[src/shared/ratio_pkg.sv]
// constants and types shared by the ratio calculator and its control port
package ratio_pkg;

  // ****************************************
  // control port framing
  // ****************************************
  localparam logic [7:0] CHIP_ADDR_VALUE  = 8'h9e;
  localparam logic [2:0] BIT_COUNT_LAST   = 3'h7;

  // ****************************************
  // register map (byte addresses of the control port)
  // ****************************************
  localparam logic [7:0] SCALE_SEL_OFFSET = 8'h05;
  localparam logic [7:0] RATIO_OFFSET     = 8'h06;
  localparam logic [7:0] RATIO_LAST_OFF   = 8'h09;
  localparam logic [7:0] PREDIV_OFFSET    = 8'h16;
  localparam int         SCALE_SEL_LSB    = 0;
  localparam int         PREDIV_LSB       = 0;

  // ****************************************
  // ratio format and reset values
  // ****************************************
  localparam int          RATIO_WIDTH      = 32;
  localparam int          RATIO_INT_BITS   = 12;
  localparam int          RATIO_FRAC_BITS  = 20;
  localparam int          SYNTH_WIDTH      = 34;
  localparam logic [31:0] RATIO_RESET      = 32'h0000_0000;
  localparam logic [2:0]  SCALE_SEL_RESET  = 3'h0;
  localparam logic [1:0]  PREDIV_RESET     = 2'h0;

  // ****************************************
  // predivider codes
  // ****************************************
  localparam logic [1:0] PREDIV_DIV4 = 2'h0;
  localparam logic [1:0] PREDIV_DIV2 = 2'h1;
  localparam logic [1:0] PREDIV_DIV1 = 2'h2;

  typedef struct packed {
    logic       valid;
    logic [7:0] addr;
    logic [7:0] data;
  } reg_write_type;

  typedef enum logic [1:0] {
    PH_CHIP,
    PH_MAP,
    PH_DATA,
    PH_IGNORE
  } port_phase_type;

endpackage : ratio_pkg

[src/serial_write_port.sv]
// write-only serial control port that turns frames into register byte writes
`timescale 1ns/1ns
module serial_write_port
  import ratio_pkg::*;
(
  input  wire logic    clk_in,
  input  wire logic    sys_rst_in,
  input  wire logic    cs_n_in,
  input  wire logic    cclk_in,
  input  wire logic    cdin_in,
  output reg_write_type wr_out
);

  typedef struct packed {
    logic           cclk_prev;
    port_phase_type phase;
    logic [2:0]     bit_cnt;
    logic [6:0]     shift;
    logic [7:0]     addr;
    reg_write_type  wr;
  } port_state_type;

  port_state_type cur_ff;
  port_state_type nxt_state;

  // ****************************************
  // frame decode
  // ****************************************
  always_comb begin
    logic [7:0] byte_val;
    byte_val             = {cur_ff.shift, cdin_in};
    nxt_state            = cur_ff;
    nxt_state.cclk_prev  = cclk_in;
    nxt_state.wr.valid   = 1'b0;
    if (cs_n_in) begin
      nxt_state.phase   = PH_CHIP;
      nxt_state.bit_cnt = 3'h0;
    end else if (cclk_in && !cur_ff.cclk_prev) begin
      nxt_state.shift   = byte_val[6:0];
      nxt_state.bit_cnt = cur_ff.bit_cnt + 3'h1;
      if (cur_ff.bit_cnt == BIT_COUNT_LAST) begin
        case (cur_ff.phase)
          PH_CHIP: begin
            nxt_state.phase = (byte_val == CHIP_ADDR_VALUE) ? PH_MAP : PH_IGNORE;
          end
          PH_MAP: begin
            nxt_state.addr  = byte_val;
            nxt_state.phase = PH_DATA;
          end
          PH_DATA: begin
            nxt_state.wr.valid = 1'b1;
            nxt_state.wr.addr  = cur_ff.addr;
            nxt_state.wr.data  = byte_val;
            nxt_state.addr     = cur_ff.addr + 8'h01;
          end
          default: begin
            nxt_state.phase = PH_IGNORE;
          end
        endcase
      end
    end
  end

  always_ff @(posedge clk_in or posedge sys_rst_in) begin
    if (sys_rst_in) begin
      cur_ff <= '0;
    end else begin
      cur_ff <= nxt_state;
    end
  end

  assign wr_out = cur_ff.wr;

endmodule : serial_write_port

[src/synth_ratio_calculator.sv]
// ratio register set and effective ratio calculation for the synthesizer
`timescale 1ns/1ns
// Overview of operation
// - hold 32-bit unsigned user ratio as basis
// - upper twelve integer bits, lower twenty fraction
// - factors below 4096, step near 0.954 ppm
// - compensate predivider so ratio is plain out/in
// - modifier scales calculation only, never register
// - select codes map to 1..8 and 1/2..1/16
// - modifier always used; select resets to one
// - predivider codes 10,01,00 divide by 1,2,4
module synth_ratio_calculator
  import ratio_pkg::*;
(
  input  wire logic                    clk_in,
  input  wire logic                    sys_rst_in,
  input  wire logic                    cs_n_in,
  input  wire logic                    cclk_in,
  input  wire logic                    cdin_in,
  output logic [RATIO_WIDTH-1:0]       user_ratio_out,
  output logic [2:0]                   ratio_scale_select_out,
  output logic [1:0]                   ref_predivider_select_out,
  output logic [RATIO_WIDTH-1:0]       effective_ratio_out,
  output logic [SYNTH_WIDTH-1:0]       synth_ratio_out
);

  typedef struct packed {
    logic [RATIO_WIDTH-1:0] user_ratio;
    logic [2:0]             scale_sel;
    logic [1:0]             prediv_sel;
    logic [RATIO_WIDTH-1:0] effective_ratio;
    logic [SYNTH_WIDTH-1:0] synth_ratio;
  } calc_state_type;

  typedef enum logic [1:0] {
    TGT_NONE,
    TGT_RATIO,
    TGT_SCALE,
    TGT_PREDIV
  } write_target_type;

  calc_state_type cur_ff;
  calc_state_type nxt_state;
  reg_write_type  port_wr;

  // ****************************************
  // functions
  // ****************************************
  // scale by a power of two; lost bits are the caller's concern
  function automatic logic [RATIO_WIDTH-1:0] apply_scale(
    input logic [RATIO_WIDTH-1:0] ratio,
    input logic [2:0]             sel
  );
    case (sel)
      3'h0: begin
        apply_scale = ratio;
      end
      3'h1: begin
        apply_scale = ratio << 1;
      end
      3'h2: begin
        apply_scale = ratio << 2;
      end
      3'h3: begin
        apply_scale = ratio << 3;
      end
      3'h4: begin
        apply_scale = ratio >> 1;
      end
      3'h5: begin
        apply_scale = ratio >> 2;
      end
      3'h6: begin
        apply_scale = ratio >> 3;
      end
      default: begin
        apply_scale = ratio >> 4;
      end
    endcase
  endfunction : apply_scale

  // ratio against the divided reference, so software sees only out/in
  function automatic logic [SYNTH_WIDTH-1:0] compensate(
    input logic [RATIO_WIDTH-1:0] ratio,
    input logic [1:0]             prediv
  );
    logic [SYNTH_WIDTH-1:0] wide;
    wide = {2'h0, ratio};
    case (prediv)
      PREDIV_DIV4: begin
        compensate = wide << 2;
      end
      PREDIV_DIV2: begin
        compensate = wide << 1;
      end
      PREDIV_DIV1: begin
        compensate = wide;
      end
      default: begin
        // undefined code taken as divide by one
        compensate = wide;
      end
    endcase
  endfunction : compensate

  // ****************************************
  // register decode
  // ****************************************
  // true when the address falls inside the four ratio bytes
  function automatic logic ratio_addr_hit(
    input logic [7:0] addr
  );
    ratio_addr_hit = (addr >= RATIO_OFFSET) && (addr <= RATIO_LAST_OFF);
  endfunction : ratio_addr_hit

  // byte lane of a ratio write, counted from the most significant byte
  function automatic logic [1:0] ratio_lane(
    input logic [7:0] addr
  );
    logic [7:0] rel;
    rel        = addr - RATIO_OFFSET;
    ratio_lane = rel[1:0];
  endfunction : ratio_lane

  // lowest address holds the most significant byte (integer part first)
  function automatic logic [RATIO_WIDTH-1:0] merge_ratio_byte(
    input logic [RATIO_WIDTH-1:0] ratio,
    input logic [1:0]             lane,
    input logic [7:0]             data
  );
    merge_ratio_byte = ratio;
    case (lane)
      2'h0: begin
        merge_ratio_byte[31:24] = data;
      end
      2'h1: begin
        merge_ratio_byte[23:16] = data;
      end
      2'h2: begin
        merge_ratio_byte[15:8] = data;
      end
      default: begin
        merge_ratio_byte[7:0] = data;
      end
    endcase
  endfunction : merge_ratio_byte

  // modifier select field of a written data byte
  function automatic logic [2:0] scale_field(
    input logic [7:0] data
  );
    scale_field = data[SCALE_SEL_LSB +: 3];
  endfunction : scale_field

  // predivider select field of a written data byte
  function automatic logic [1:0] prediv_field(
    input logic [7:0] data
  );
    prediv_field = data[PREDIV_LSB +: 2];
  endfunction : prediv_field

  // which register a written address belongs to
  function automatic write_target_type write_target(
    input logic [7:0] addr
  );
    if (ratio_addr_hit(addr)) begin
      write_target = TGT_RATIO;
    end else if (addr == SCALE_SEL_OFFSET) begin
      write_target = TGT_SCALE;
    end else if (addr == PREDIV_OFFSET) begin
      write_target = TGT_PREDIV;
    end else begin
      write_target = TGT_NONE;
    end
  endfunction : write_target

  // ****************************************
  // control port
  // ****************************************
  serial_write_port port_inst (
    .clk_in     (clk_in),
    .sys_rst_in (sys_rst_in),
    .cs_n_in    (cs_n_in),
    .cclk_in    (cclk_in),
    .cdin_in    (cdin_in),
    .wr_out     (port_wr)
  );

  // ****************************************
  // register writes and ratio path
  // ****************************************
  always_comb begin
    logic [1:0] lane;
    lane      = ratio_lane(port_wr.addr);
    nxt_state = cur_ff;
    // one byte lands per write pulse; unmapped addresses leave every field alone
    if (port_wr.valid) begin
      case (write_target(port_wr.addr))
        TGT_RATIO: begin
          nxt_state.user_ratio = merge_ratio_byte(cur_ff.user_ratio, lane, port_wr.data);
        end
        TGT_SCALE: begin
          nxt_state.scale_sel = scale_field(port_wr.data);
        end
        TGT_PREDIV: begin
          nxt_state.prediv_sel = prediv_field(port_wr.data);
        end
        default: begin
          nxt_state = cur_ff;
        end
      endcase
    end
    // stored ratio untouched; only the derived copies are scaled
    nxt_state.effective_ratio = apply_scale(cur_ff.user_ratio, cur_ff.scale_sel);
    nxt_state.synth_ratio     = compensate(cur_ff.effective_ratio, cur_ff.prediv_sel);
  end

  always_ff @(posedge clk_in or posedge sys_rst_in) begin
    if (sys_rst_in) begin
      cur_ff.user_ratio      <= RATIO_RESET;
      cur_ff.scale_sel       <= SCALE_SEL_RESET;
      cur_ff.prediv_sel      <= PREDIV_RESET;
      cur_ff.effective_ratio <= RATIO_RESET;
      cur_ff.synth_ratio     <= '0;
    end else begin
      cur_ff <= nxt_state;
    end
  end

  assign user_ratio_out            = cur_ff.user_ratio;
  assign ratio_scale_select_out    = cur_ff.scale_sel;
  assign ref_predivider_select_out = cur_ff.prediv_sel;
  assign effective_ratio_out       = cur_ff.effective_ratio;
  assign synth_ratio_out           = cur_ff.synth_ratio;

endmodule : synth_ratio_calculator

[config.mk]
export PLATFORM = sky130hd
export DESIGN_NAME = synth_ratio_calculator
export DESIGN_NICKNAME = d
export VERILOG_FILES = /design/src/shared/ratio_pkg.sv /design/src/serial_write_port.sv /design/src/synth_ratio_calculator.sv
export SDC_FILE = /design/constraint.sdc
export NUM_CORES = 1
export LEC_CHECK = 0
export BUFFER_PORTS_ARGS = -buffer_cell sky130_fd_sc_hd__buf_2
export CAP_MARGIN = 5
export CORE_ASPECT_RATIO = 0.5
export CORE_MARGIN = 2
export CORE_UTILIZATION = 50
export DETAILED_ROUTE_END_ITERATION = 8
export PLACE_DENSITY = 0.71
export SLEW_MARGIN = 0
export SYNTH_ARGS = -nofsm -noshare
export SYNTH_HDL_FRONTEND = slang
export SYNTH_SLANG_ARGS = --single-unit
[constraint.sdc]
create_clock -name clk_in -period 5.65 [get_ports clk_in]
set_input_delay 0.2825 -clock clk_in [delete_from_list [all_inputs] [get_ports clk_in]]
set_output_delay 0.2825 -clock clk_in [all_outputs]
set_load 0.02 [all_outputs]
==> results.py, run 1 <==
metrics = {
    "run_status": {
        "status": "complete, but fails checks",
        "violations": "negative hold slack",
    },
    "cells_and_area": {
        "nets": 794,
        "design_area_um2": 8610,
        "fin_util_pct": 59.5,
        "nFillCells": 1180,
        "num_antenna_cells": 0,
        "synthToLayoutAreaGrowth_pct": 16.2,
        "seqCellArea_um2": 3530,
        "layout-drive-gt1-share_pct": 29.9,
        "multiInputGateArea_um2": 3610,
    },
    "setup_path": {
        "critical_path_class": "reg -> reg",
        "critPathMaxFanout": 65,
        "crit_arrival_ns": 2.94,
        "endpoint_kind": "register",
        "cp_data_required_time_ns": 5.95,
        "path_cells": "buf_4 > and2_1 > nand2_1 > o221a_2",
        "cp_slowest_cell": "dfrtp_2",
        "startpoint_type": "register",
        "slowest_delay_ns": 0.62,
    },
    "timing": {
        "relSlewSlack_pct": 33.6,
        "rsz0062_at_grt": "false",
        "worst_pin_slew_ns": 0.993,
        "period_minus_slack_ns": 2.64,
        "finalMaxSlewViolations": 0,
        "fmax_ghz": 0.379,
        "finClkSkew_ns": 0.0126,
        "hold_viol_final": 22,
        "post-route-period-util_pct": 46.7,
        "setup_viol": 0,
        "whs_ns": -0.00954,
        "finalSetupTns_ns": 0,
    },
    "grt": {
        "grt_pass1_vias": 5393,
        "grt_pass1_wl_mm": 29.8,
        "antenna_found_initial": 0,
        "grt_max_degree": 78,
        "grt.total_usage_pct": 24.0,
        "grt_overflow": 0,
    },
    "detailed_routing": {
        "drc": 0,
        "routed_via_density": 5.93,
        "vias": 5893,
        "ant_nets": 0,
        "wirelength_mm": 18.5,
        "wl_per_cell_um": 18.6,
        "drtPass1Iterations": 5,
        "drt_iter0_markers": 641,
    },
    "floorplan": {
        "io_pins": 108,
        "core.rowCount": 31,
        "die_w_um": 176,
        "core_um2": 14500,
        "initial_core_util_pct": 51.2,
        "dieArea_um2": 15900,
        "die_h_um": 90.1,
    },
    "cts": {
        "clk_latency_ns": 0.42,
        "cts_max_level": 4,
        "cts_buffers": 17,
        "clkSinkCount": 141,
        "hold_buffers": 1,
        "cts_tree": "yes",
        "post-cts-setup-buffers": 0,
        "ctsResizeCount": 0,
        "clk_pin_slew_ns": 0.07,
        "root_buffer": "clkbuf_16",
        "cts_buffer_depth": 2,
    },
    "synthesis": {
        "yosysUniqueCellTypes": 54,
        "syn_nets": 721,
        "yosys_most_used_dff": "dfrtp_1",
        "synth-seq-area-share_pct": 47.6,
        "yosysWarnings": 0,
        "synth_area_per_cell_um2": 10.4,
        "ys_seq_elements": 141,
        "synth_edf_count": 0,
        "netlist_area_um2": 7410,
        "async_reset_ff_share_pct": 100,
        "synth_cells": 709,
    },
    "placement": {
        "placed_area_um2": 8000,
        "gp_congestion": 0.878,
        "dp_hpwl_mm": 12.3,
        "io_buffers": 107,
    },
    "flow_run": {
        "max_cap_viol_count": 0,
    },
    "hold_path": {
        "hold_class": "in -> async",
    },
    "pwr": {
        "powerDensity_nw_per_um2": 263,
        "p_leak_nw": 3.98,
        "vdd_drop_max_v": 0.000160,
        "total_power_mw": 2.27,
    },
}
[through the flow]
stage,std cells,setup WS [ns]
finish,993,3.01
global route,993,2.89
CTS,993,3.07
detailed placement,960,3.09
global placement,960,3.19
floorplan,709,1.59
[report_power, final]
group	leakage, nW	internal [mW]	switching [mW]	total [mW]
sequential	1.94	1.03	0.0332	1.07
combinational	1.74	0.0285	0.0349	0.0634
clock	0.296	0.668	0.472	1.14
total	3.98	1.73	0.540	2.27
[cell families (layout without fill, tap and decap cells)]
group / after synthesis / in the layout / share of synthesized area [%]
AO/OA/AOI/OAI: 181 / 181 / 15.3
multiplexers: 140 / 140 / 20.8
XOR/XNOR: 1 / 1 / 0.118
adder cells (fa/ha/maj): 7 / 7 / 1.18
flip-flops: 141 / 141 / 47.6
buffers and inverters: 68 / 154 / 3.67
AND/OR/NAND/NOR: 171 / 171 / 11.4
[sequential cells by signal, indices dropped and copies added, names as in the netlist]
register and count:
effective_ratio_out 32, synth_ratio_out 34, port_inst.cur_ff 21, user_ratio_out 32, ref_predivider_select_out 2, port_inst.wr_out 17, ratio_scale_select_out 3
[Yosys cell counts, drive strengths merged, types with 2 or more instances]
master	number	area share, %
clkinv	2	0.10
nand2b	7	0.59
nor3	4	0.27
o21a	5	0.51
nor2b	10	0.84
o211ai	5	0.51
nor3b	6	0.76
clkbuf	36	1.8
nor4	4	0.74
mux2i	58	7.8
o32a	3	0.41
a22o	2	0.24
a211o	2	0.24
o22ai	12	1.0
ha	7	1.2
nand3b	2	0.20
nor2	36	1.8
a221oi	3	0.35
a31oi	6	0.51
mux2	79	12
o22a	3	0.35
a21oi	39	2.6
o221ai	6	0.71
and2	3	0.25
inv	7	0.35
a32o	2	0.27
nand3	16	1.1
o21ai	63	4.3
and3	6	0.51
a211oi	11	1.1
a2bb2oi	4	0.47
dfrtp	141	48
nand2	72	3.6
a22oi	8	0.81
mux4	3	0.91
buf	23	1.4
[final cells by class]
class	count	area share (%)
Clock inverter	15	2.01
Timing Repair Buffer	113	6.77
Clock buffer	17	4.94
Inverter	9	0.451
Tap cell	198	2.88
Multi-Input combinational cell	500	41.9
Sequential cell	141	41.1
[layer usage]
metal / share of wire (%) / track usage [%]
met1: 47 / 36.0
met2: 45 / 34.5
met4: 1.0 / 7.02
met5: 0 / 0
met3: 7.1 / 5.71
[critical path, delay by kind of cell (launching register included)]
family	cells	cell delay, ns
and+or+nand+nor	2	0.77
DFF	1	0.62
buffers and inverters	1	0.59
AOI/OAI and AO/OA	1	0.50
[cell usage in the layout (no fill, tap or decap), drive strengths merged, types with 5 or more instances in the layout]
master,count
o211ai,5
and3,6
a21oi,39
inv,17
a211oi,11
ha,7
o221ai,6
nand3,16
nor3b,6
a22oi,8
nor2,36
nand2b,7
nand2,72
buf,112
o21ai,63
a31oi,6
dfrtp,141
o21a,5
nor2b,10
o22ai,12
clkbuf,17
mux2,79
mux2i,58
[path summary, 6_finish.rpt]
path,startpoint,endpoint,slack [ns],depth (start not counted)
setup / recovery,ratio_scale_select_out[0]$_DFFE_PP0P_,effective_ratio_out[13]$_DFF_PP0_,3.01,4
hold / removal,sys_rst_in,port_inst.cur_ff[19]$_DFFE_PP0P_,-0.01,2
setup reg to reg,ratio_scale_select_out[0]$_DFFE_PP0P_,effective_ratio_out[13]$_DFF_PP0_,3.01,4
hold reg to reg,port_inst.wr_out[15]$_DFFE_PP0P_,port_inst.wr_out[15]$_DFFE_PP0P_,0.51,1
max in group asynchronous,sys_rst_in,ref_predivider_select_out[0]$_DFFE_PP0P_,4.34,3
min in group clk_in,cs_n_in,port_inst.cur_ff[35]$_DFFE_PP0P_,0.10,2
(Power assumes the default switching activity.)
==> run 2, diff against run 1 <==
--- a/config.mk
+++ b/config.mk
@@ -5,6 +5,7 @@
 export SDC_FILE = /design/constraint.sdc
 export NUM_CORES = 1
 export LEC_CHECK = 0
+export ABC_AREA = 1
 export BUFFER_PORTS_ARGS = -buffer_cell sky130_fd_sc_hd__buf_2
 export CAP_MARGIN = 5
 export CORE_ASPECT_RATIO = 0.5
==> constraint.sdc (replaced) <==
create_clock -name clk_in -period 2.59 [get_ports clk_in]
set_input_delay 0.1295 -clock clk_in [delete_from_list [all_inputs] [get_ports clk_in]]
set_output_delay 0.1295 -clock clk_in [all_outputs]
set_load 0.02 [all_outputs]
==> run 2 against run 1 <==
Against the previous run: the run now ends clean; flip-flop and latch count stayed put; core utilization up 1.2 points; setup slack got worse by 2.5 ns; clock-buffer cell count is 4 higher; critical path type unchanged; critical endpoint is now effective_ratio_out[21]$_DFF_PP0_.
==> results.py, run 2 <==
metrics = {
    "setup_path": {
        "critical_path_class": "reg -> reg",
        "r2r_slack_ns": 0.50,
        "crit_arrival_ns": 2.45,
        "worst-path-buf-inv": 2,
        "startpoint_type": "register",
        "endpoint_kind": "register",
        "critPathMaxFanout": 29,
        "path_delay_family": "buffers and inverters",
        "path_cells": "inv_2 > nand3_1 > inv_1 > nand2_1 > nand2_1 > nor2_1 > nand3_1",
        "cp_slowest_cell": "inv_1",
        "cp_data_required_time_ns": 2.95,
        "slowest_delay_ns": 0.73,
    },
    "cells_and_area": {
        "final_cells": 1296,
        "fin_util_pct": 60.7,
        "nets": 1098,
        "nFillCells": 1284,
        "layout_common_cells": "nand2_1, dfrtp_1, o21ai_0",
        "num_antenna_cells": 0,
        "design_area_um2": 8780,
        "largest_reg_flops": 34,
        "synthToLayoutAreaGrowth_pct": 18.3,
        "final_common_cell": "nand2_1",
        "layout-drive-gt1-share_pct": 15.8,
    },
    "placement": {
        "dp.cells": 1262,
        "placed_area_um2": 8120,
        "pre_cts_ws_ns": 0.532,
        "dp_hpwl_mm": 14.8,
        "gp_congestion": 0.923,
        "io_buffers": 107,
    },
    "timing": {
        "fmax_ghz": 0.478,
        "period_minus_slack_ns": 2.09,
        "setup_slack_ns": 0.497,
        "post-route-period-util_pct": 80.8,
        "finalSetupTns_ns": 0,
        "hold_viol_final": 0,
        "whs_ns": 0.0598,
        "finClkSkew_ns": 0.00962,
        "rsz0062_at_grt": "false",
        "worst_pin_slew_ns": 0.962,
        "setup_viol": 0,
        "finalMaxSlewViolations": 0,
        "relSlewSlack_pct": 35.8,
    },
    "cts": {
        "clk_pin_slew_ns": 0.06,
        "cts_buffers": 17,
        "hold_buffers": 3,
        "root_buffer": "clkbuf_16",
        "cts_max_level": 4,
        "clkSinkCount": 141,
        "post-cts-setup-buffers": 0,
        "ctsResizeCount": 0,
        "cts_tree": "yes",
        "clk_latency_ns": 0.42,
        "cts_buffer_depth": 2,
    },
    "synthesis": {
        "yosysUniqueCellTypes": 31,
        "synth_adder_area_share_pct": 1.18,
        "synth_xor_area_share_pct": 0,
        "yosysWarnings": 0,
        "synth_compound_area_share_pct": 12.5,
        "synthSimpleGateAreaFrac_pct": 30.1,
        "async_reset_ff_share_pct": 100,
        "synth_top_cell_by_area": "dfrtp_1",
        "synth_area_leaders": "dfrtp_1, nand2_1, o21ai_0",
        "synth_edf_count": 0,
        "synth-seq-area-share_pct": 47.5,
        "yosys_most_used_dff": "dfrtp_1",
        "ys_top_cells_by_count": "nand2_1, dfrtp_1, o21ai_0",
        "synth_top_area_share_pct": 47.5,
        "ys_seq_elements": 141,
        "syn_nets": 1002,
        "synth_top_family_by_area": "simple AND/OR/NAND/NOR gates",
        "synth_area_per_cell_um2": 7.50,
        "synthMostInstantiatedCell": "nand2_1",
        "netlist_area_um2": 7420,
        "synth_mux_area_share_pct": 0,
        "synth_cells": 990,
    },
    "detailed_routing": {
        "wirelength_mm": 21.6,
        "drt_iter0_markers": 906,
        "wl_per_cell_um": 16.7,
        "drtPass1Iterations": 6,
        "routed_via_density": 5.65,
        "ant_nets": 0,
        "vias": 7325,
        "drc": 0,
    },
    "flow_run": {
        "max_cap_viol_count": 0,
    },
    "pwr": {
        "vdd_drop_max_v": 0.000356,
        "total_power_mw": 5.07,
        "powerDensity_nw_per_um2": 578,
        "p_leak_nw": 4.40,
    },
    "floorplan": {
        "die_h_um": 90.2,
        "initial_core_util_pct": 51.3,
        "die_w_um": 176,
        "dieArea_um2": 15900,
        "core.rowCount": 31,
        "io_pins": 108,
        "core_um2": 14500,
    },
    "grt": {
        "grt.total_usage_pct": 27.8,
        "grt_max_degree": 59,
        "antenna_found_initial": 0,
        "grt_pass1_vias": 6516,
        "grt_overflow": 0,
        "grt_pass1_wl_mm": 34.8,
    },
    "run_status": {
        "status": "finished, final reports clean",
    },
    "hold_path": {
        "hold_class": "in -> reg",
    },
}
==> run 2: changes by cell type after synthesis, sizes merged, moves of 58 or more <==
cell	previous run	this run
nand2	72	265
inv	7	107
nor2	36	123
mux2	79	0
nand3	16	84
o21ai	63	125
mux2i	58	0
==> run 2: layer usage <==
layer  vias up  wire [um]  global-route usage [%]
met5         -          0                       0
met4         0        470                    8.47
met3        57       2510                    7.70
met2       452       9060                    39.9
met1      3385       9560                    41.0
li1       3431          -                       -
==> run 2: final timing paths <==
kind / to / from / cells past startpoint
max: effective_ratio_out[21]$_DFF_PP0_ / ratio_scale_select_out[1]$_DFFE_PP0P_ / 7
min: port_inst.cur_ff[33]$_DFFE_PP0P_ / cs_n_in / 4
max reg2reg: effective_ratio_out[21]$_DFF_PP0_ / ratio_scale_select_out[1]$_DFFE_PP0P_ / 7
min reg2reg: port_inst.wr_out[1]$_DFFE_PP0P_ / port_inst.cur_ff[25]$_DFFE_PP0P_ / 2
max in group asynchronous: synth_ratio_out[20]$_DFF_PP0_ / sys_rst_in / 4
min in group asynchronous: port_inst.wr_out[6]$_DFFE_PP0P_ / sys_rst_in / 3
==> run 2: cell type report <==
cell class	count	area, um^2	share of cell area (%)
clock inverters	10	163	1.85
flip-flops and latches	141	3530	40.2
repair buffers	127	718	8.18
inverters	108	409	4.66
clock buffers	21	470	5.36
well taps	198	248	2.82
multi-input cells	691	3250	37.0
==> run 2: cells by family after synthesis <==
family,after synthesis
compound gates,163
fa+ha+maj,7
buf+inv,158
flops,141
simple gates,521
==> run 2: tightest hold or removal path, delay by kind of cell <==
kind                   cells  cell delay [ns]
buffers and inverters      2             0.17
AND/OR/NAND/NOR            2             0.15
==> run 2: power by group <==
group | total, mW | internal (mW) | switching (mW)
logic | 0.159 | 0.0437 | 0.116
registers | 2.28 | 2.24 | 0.0379
clock network | 2.63 | 1.68 | 0.951
total | 5.07 | 3.97 | 1.10
==> run 3, diff against run 2 <==
==> constraint.sdc (replaced) <==
create_clock -name clk_in -period 2.09 [get_ports clk_in]
set_input_delay 0.1045 -clock clk_in [delete_from_list [all_inputs] [get_ports clk_in]]
set_output_delay 0.1045 -clock clk_in [all_outputs]
set_load 0.02 [all_outputs]
==> run 3 against run 2 <==
Against the previous run: cell area rose by 0.90%; largest cell class unchanged; total power rose by 22%; register-to-register slack got worse by 0.18 ns; worst hold slack got worse by 0.025 ns; flip-flop and latch count did not move; core utilization rose by 0.54 points; critical path depth did not move; wire length fell by 0.31%.
==> results.py, run 3 (same netlist as run 2, synthesis figures left out) <==
metrics = {
    "hold_path": {
        "worstHoldPathCells": 4,
        "hold_class": "in -> reg",
    },
    "timing": {
        "setup_viol": 0,
        "fmax_ghz": 0.565,
        "worst_pin_slew_ns": 0.529,
        "post-route-period-util_pct": 84.7,
        "period_minus_slack_ns": 1.77,
        "hold_viol_final": 0,
        "finalMaxSlewViolations": 0,
        "finClkSkew_ns": 0.00878,
        "rsz0062_at_grt": "false",
        "whs_ns": 0.0349,
        "finalSetupTns_ns": 0,
        "relSlewSlack_pct": 64.7,
    },
    "cts": {
        "clk_latency_ns": 0.42,
        "cts_buffers": 17,
        "cts_max_level": 4,
        "cts_buffer_depth": 2,
        "post-cts-setup-buffers": 0,
        "clk_pin_slew_ns": 0.07,
        "root_buffer": "clkbuf_16",
        "cts_tree": "yes",
        "clkSinkCount": 141,
    },
    "setup_path": {
        "cp_data_required_time_ns": 2.38,
        "rr_worst_depth": 7,
        "path_cells": "nor2_2 > nand2_2 > inv_1 > nand2_1 > nand2_1 > nor2_1 > nand3_1",
        "worst-path-buf-inv": 1,
        "crit_cells": 7,
        "endpoint_kind": "register",
        "cp_slowest_cell": "dfrtp_1",
        "crit_arrival_ns": 2.06,
        "critPathMaxFanout": 15,
        "slowest_delay_ns": 0.55,
        "startpoint_type": "register",
        "path_delay_family": "simple AND/OR/NAND/NOR gates",
        "crit_path_frequent_cell": "nand2_1",
        "critical_path_class": "reg -> reg",
    },
    "cells_and_area": {
        "nFillCells": 1279,
        "num_antenna_cells": 0,
        "multiInputGateArea_um2": 3250,
        "nets": 1110,
        "layout-drive-gt1-share_pct": 16.8,
        "synthToLayoutAreaGrowth_pct": 19.4,
        "largest_reg_flops": 34,
        "seqCellArea_um2": 3530,
        "final_common_cell": "nand2_1",
        "layout_common_cells": "nand2_1, dfrtp_1, o21ai_0",
        "design_area_um2": 8860,
    },
    "floorplan": {
        "initial_core_util_pct": 51.3,
        "core_um2": 14500,
        "io_pins": 108,
        "die_w_um": 176,
        "core.rowCount": 31,
        "dieArea_um2": 15900,
        "die_h_um": 90.2,
    },
    "flow_run": {
        "max_cap_viol_count": 0,
    },
    "pwr": {
        "p_switching_mw": 1.43,
        "p_leak_nw": 4.45,
        "powerDensity_nw_per_um2": 699,
        "pwr-share-seq_pct": 45.6,
        "vdd_drop_max_v": 0.000516,
        "p_int_mw": 4.77,
        "power_frac_clock_pct": 51.1,
        "combPwrFrac_pct": 3.3,
        "switching_share_pct": 23.0,
    },
    "placement": {
        "io_buffers": 107,
        "placed_area_um2": 8210,
        "gp_congestion": 0.951,
        "dp_hpwl_mm": 15.1,
    },
    "grt": {
        "grt.total_usage_pct": 28.0,
        "grt_overflow": 0,
        "use_met1_pct": 40.7,
        "grt_pass1_wl_mm": 35.4,
        "grt-busiest-layer": "met2",
        "antenna_found_initial": 0,
        "grtUsageMet3_pct": 7.19,
        "grt_max_degree": 40,
        "grt_use_met2_pct": 42.0,
        "grt_pass1_vias": 6709,
    },
    "detailed_routing": {
        "wl_per_cell_um": 16.4,
        "ant_nets": 0,
        "routed_via_density": 5.54,
        "drtPass1Iterations": 5,
        "wirelength_mm": 21.5,
        "drt_iter0_markers": 738,
        "vias": 7246,
        "drc": 0,
    },
    "run_status": {
        "status": "finished, final reports clean",
    },
}
## run 3: power groups by stage
stage | clock (mW) | sequential, mW | combinational (mW)
final | 3.17 | 2.83 | 0.204
after global routing | 3.35 | 2.83 | 0.239
after CTS | 3.21 | 2.82 | 0.211
after detailed placement | 0 | 2.87 | 0.205
after global placement | 0 | 2.87 | 0.199
after floorplan | 0 | 2.86 | 0.132
## run 3: stage by stage
stage | instances | worst slack (ns) | total power [mW] | util [%]
finish | 1309 | 0.321 | 6.20 | 61.3
global route | 1309 | 0.169 | 6.42 | 61.3
global placement | 1274 | 0.416 | 3.07 | 56.8
detailed placement | 1274 | 0.390 | 3.08 | 56.8
CTS | 1309 | 0.374 | 6.24 | 61.3
floorplan | 990 | 0.222 | 2.99 | -
## run 3: layer usage
metal	vias to the layer above	wire, um
met5	-	0
met4	0	285
met3	29	2380
li1	3465	-
met1	3347	9760
met2	405	9100
## run 3: worst paths after layout
kind                                                       startpoint                                to  slack (ns)
max in group asynchronous                                  sys_rst_in    user_ratio_out[29]$_DFFE_PP0P_        1.20
worst min-delay path                                          cs_n_in  port_inst.cur_ff[34]$_DFFE_PP0P_        0.03
worst max-delay path            ratio_scale_select_out[0]$_DFFE_PP0P_  effective_ratio_out[7]$_DFF_PP0_        0.32
worst max register to register  ratio_scale_select_out[0]$_DFFE_PP0P_  effective_ratio_out[7]$_DFF_PP0_        0.32
worst min register to register       port_inst.cur_ff[25]$_DFFE_PP0P_   port_inst.wr_out[1]$_DFFE_PP0P_        0.49
min in group asynchronous                                  sys_rst_in  port_inst.cur_ff[33]$_DFFE_PP0P_        0.16
## run 3: area by class of cell
class	count	area share, %
repair buffers	139	9.12
inverters	108	4.62
clock inverters	14	2.06
well taps	198	2.80
flip-flops and latches	141	39.8
clock buffers	18	4.95
multi-input cells	691	36.6
## run 3: worst register-to-register path, delay by kind of cell (launching register included)
family                 cells  cell delay [ns]
DFF                        1             0.55
and+or+nand+nor            6             0.83
buffers and inverters      1             0.26
## run 3: repair_timing
item	in CTS	in global routing
hold endpoints to repair	84	0
resized for setup	0	0
hold buffers	3	0
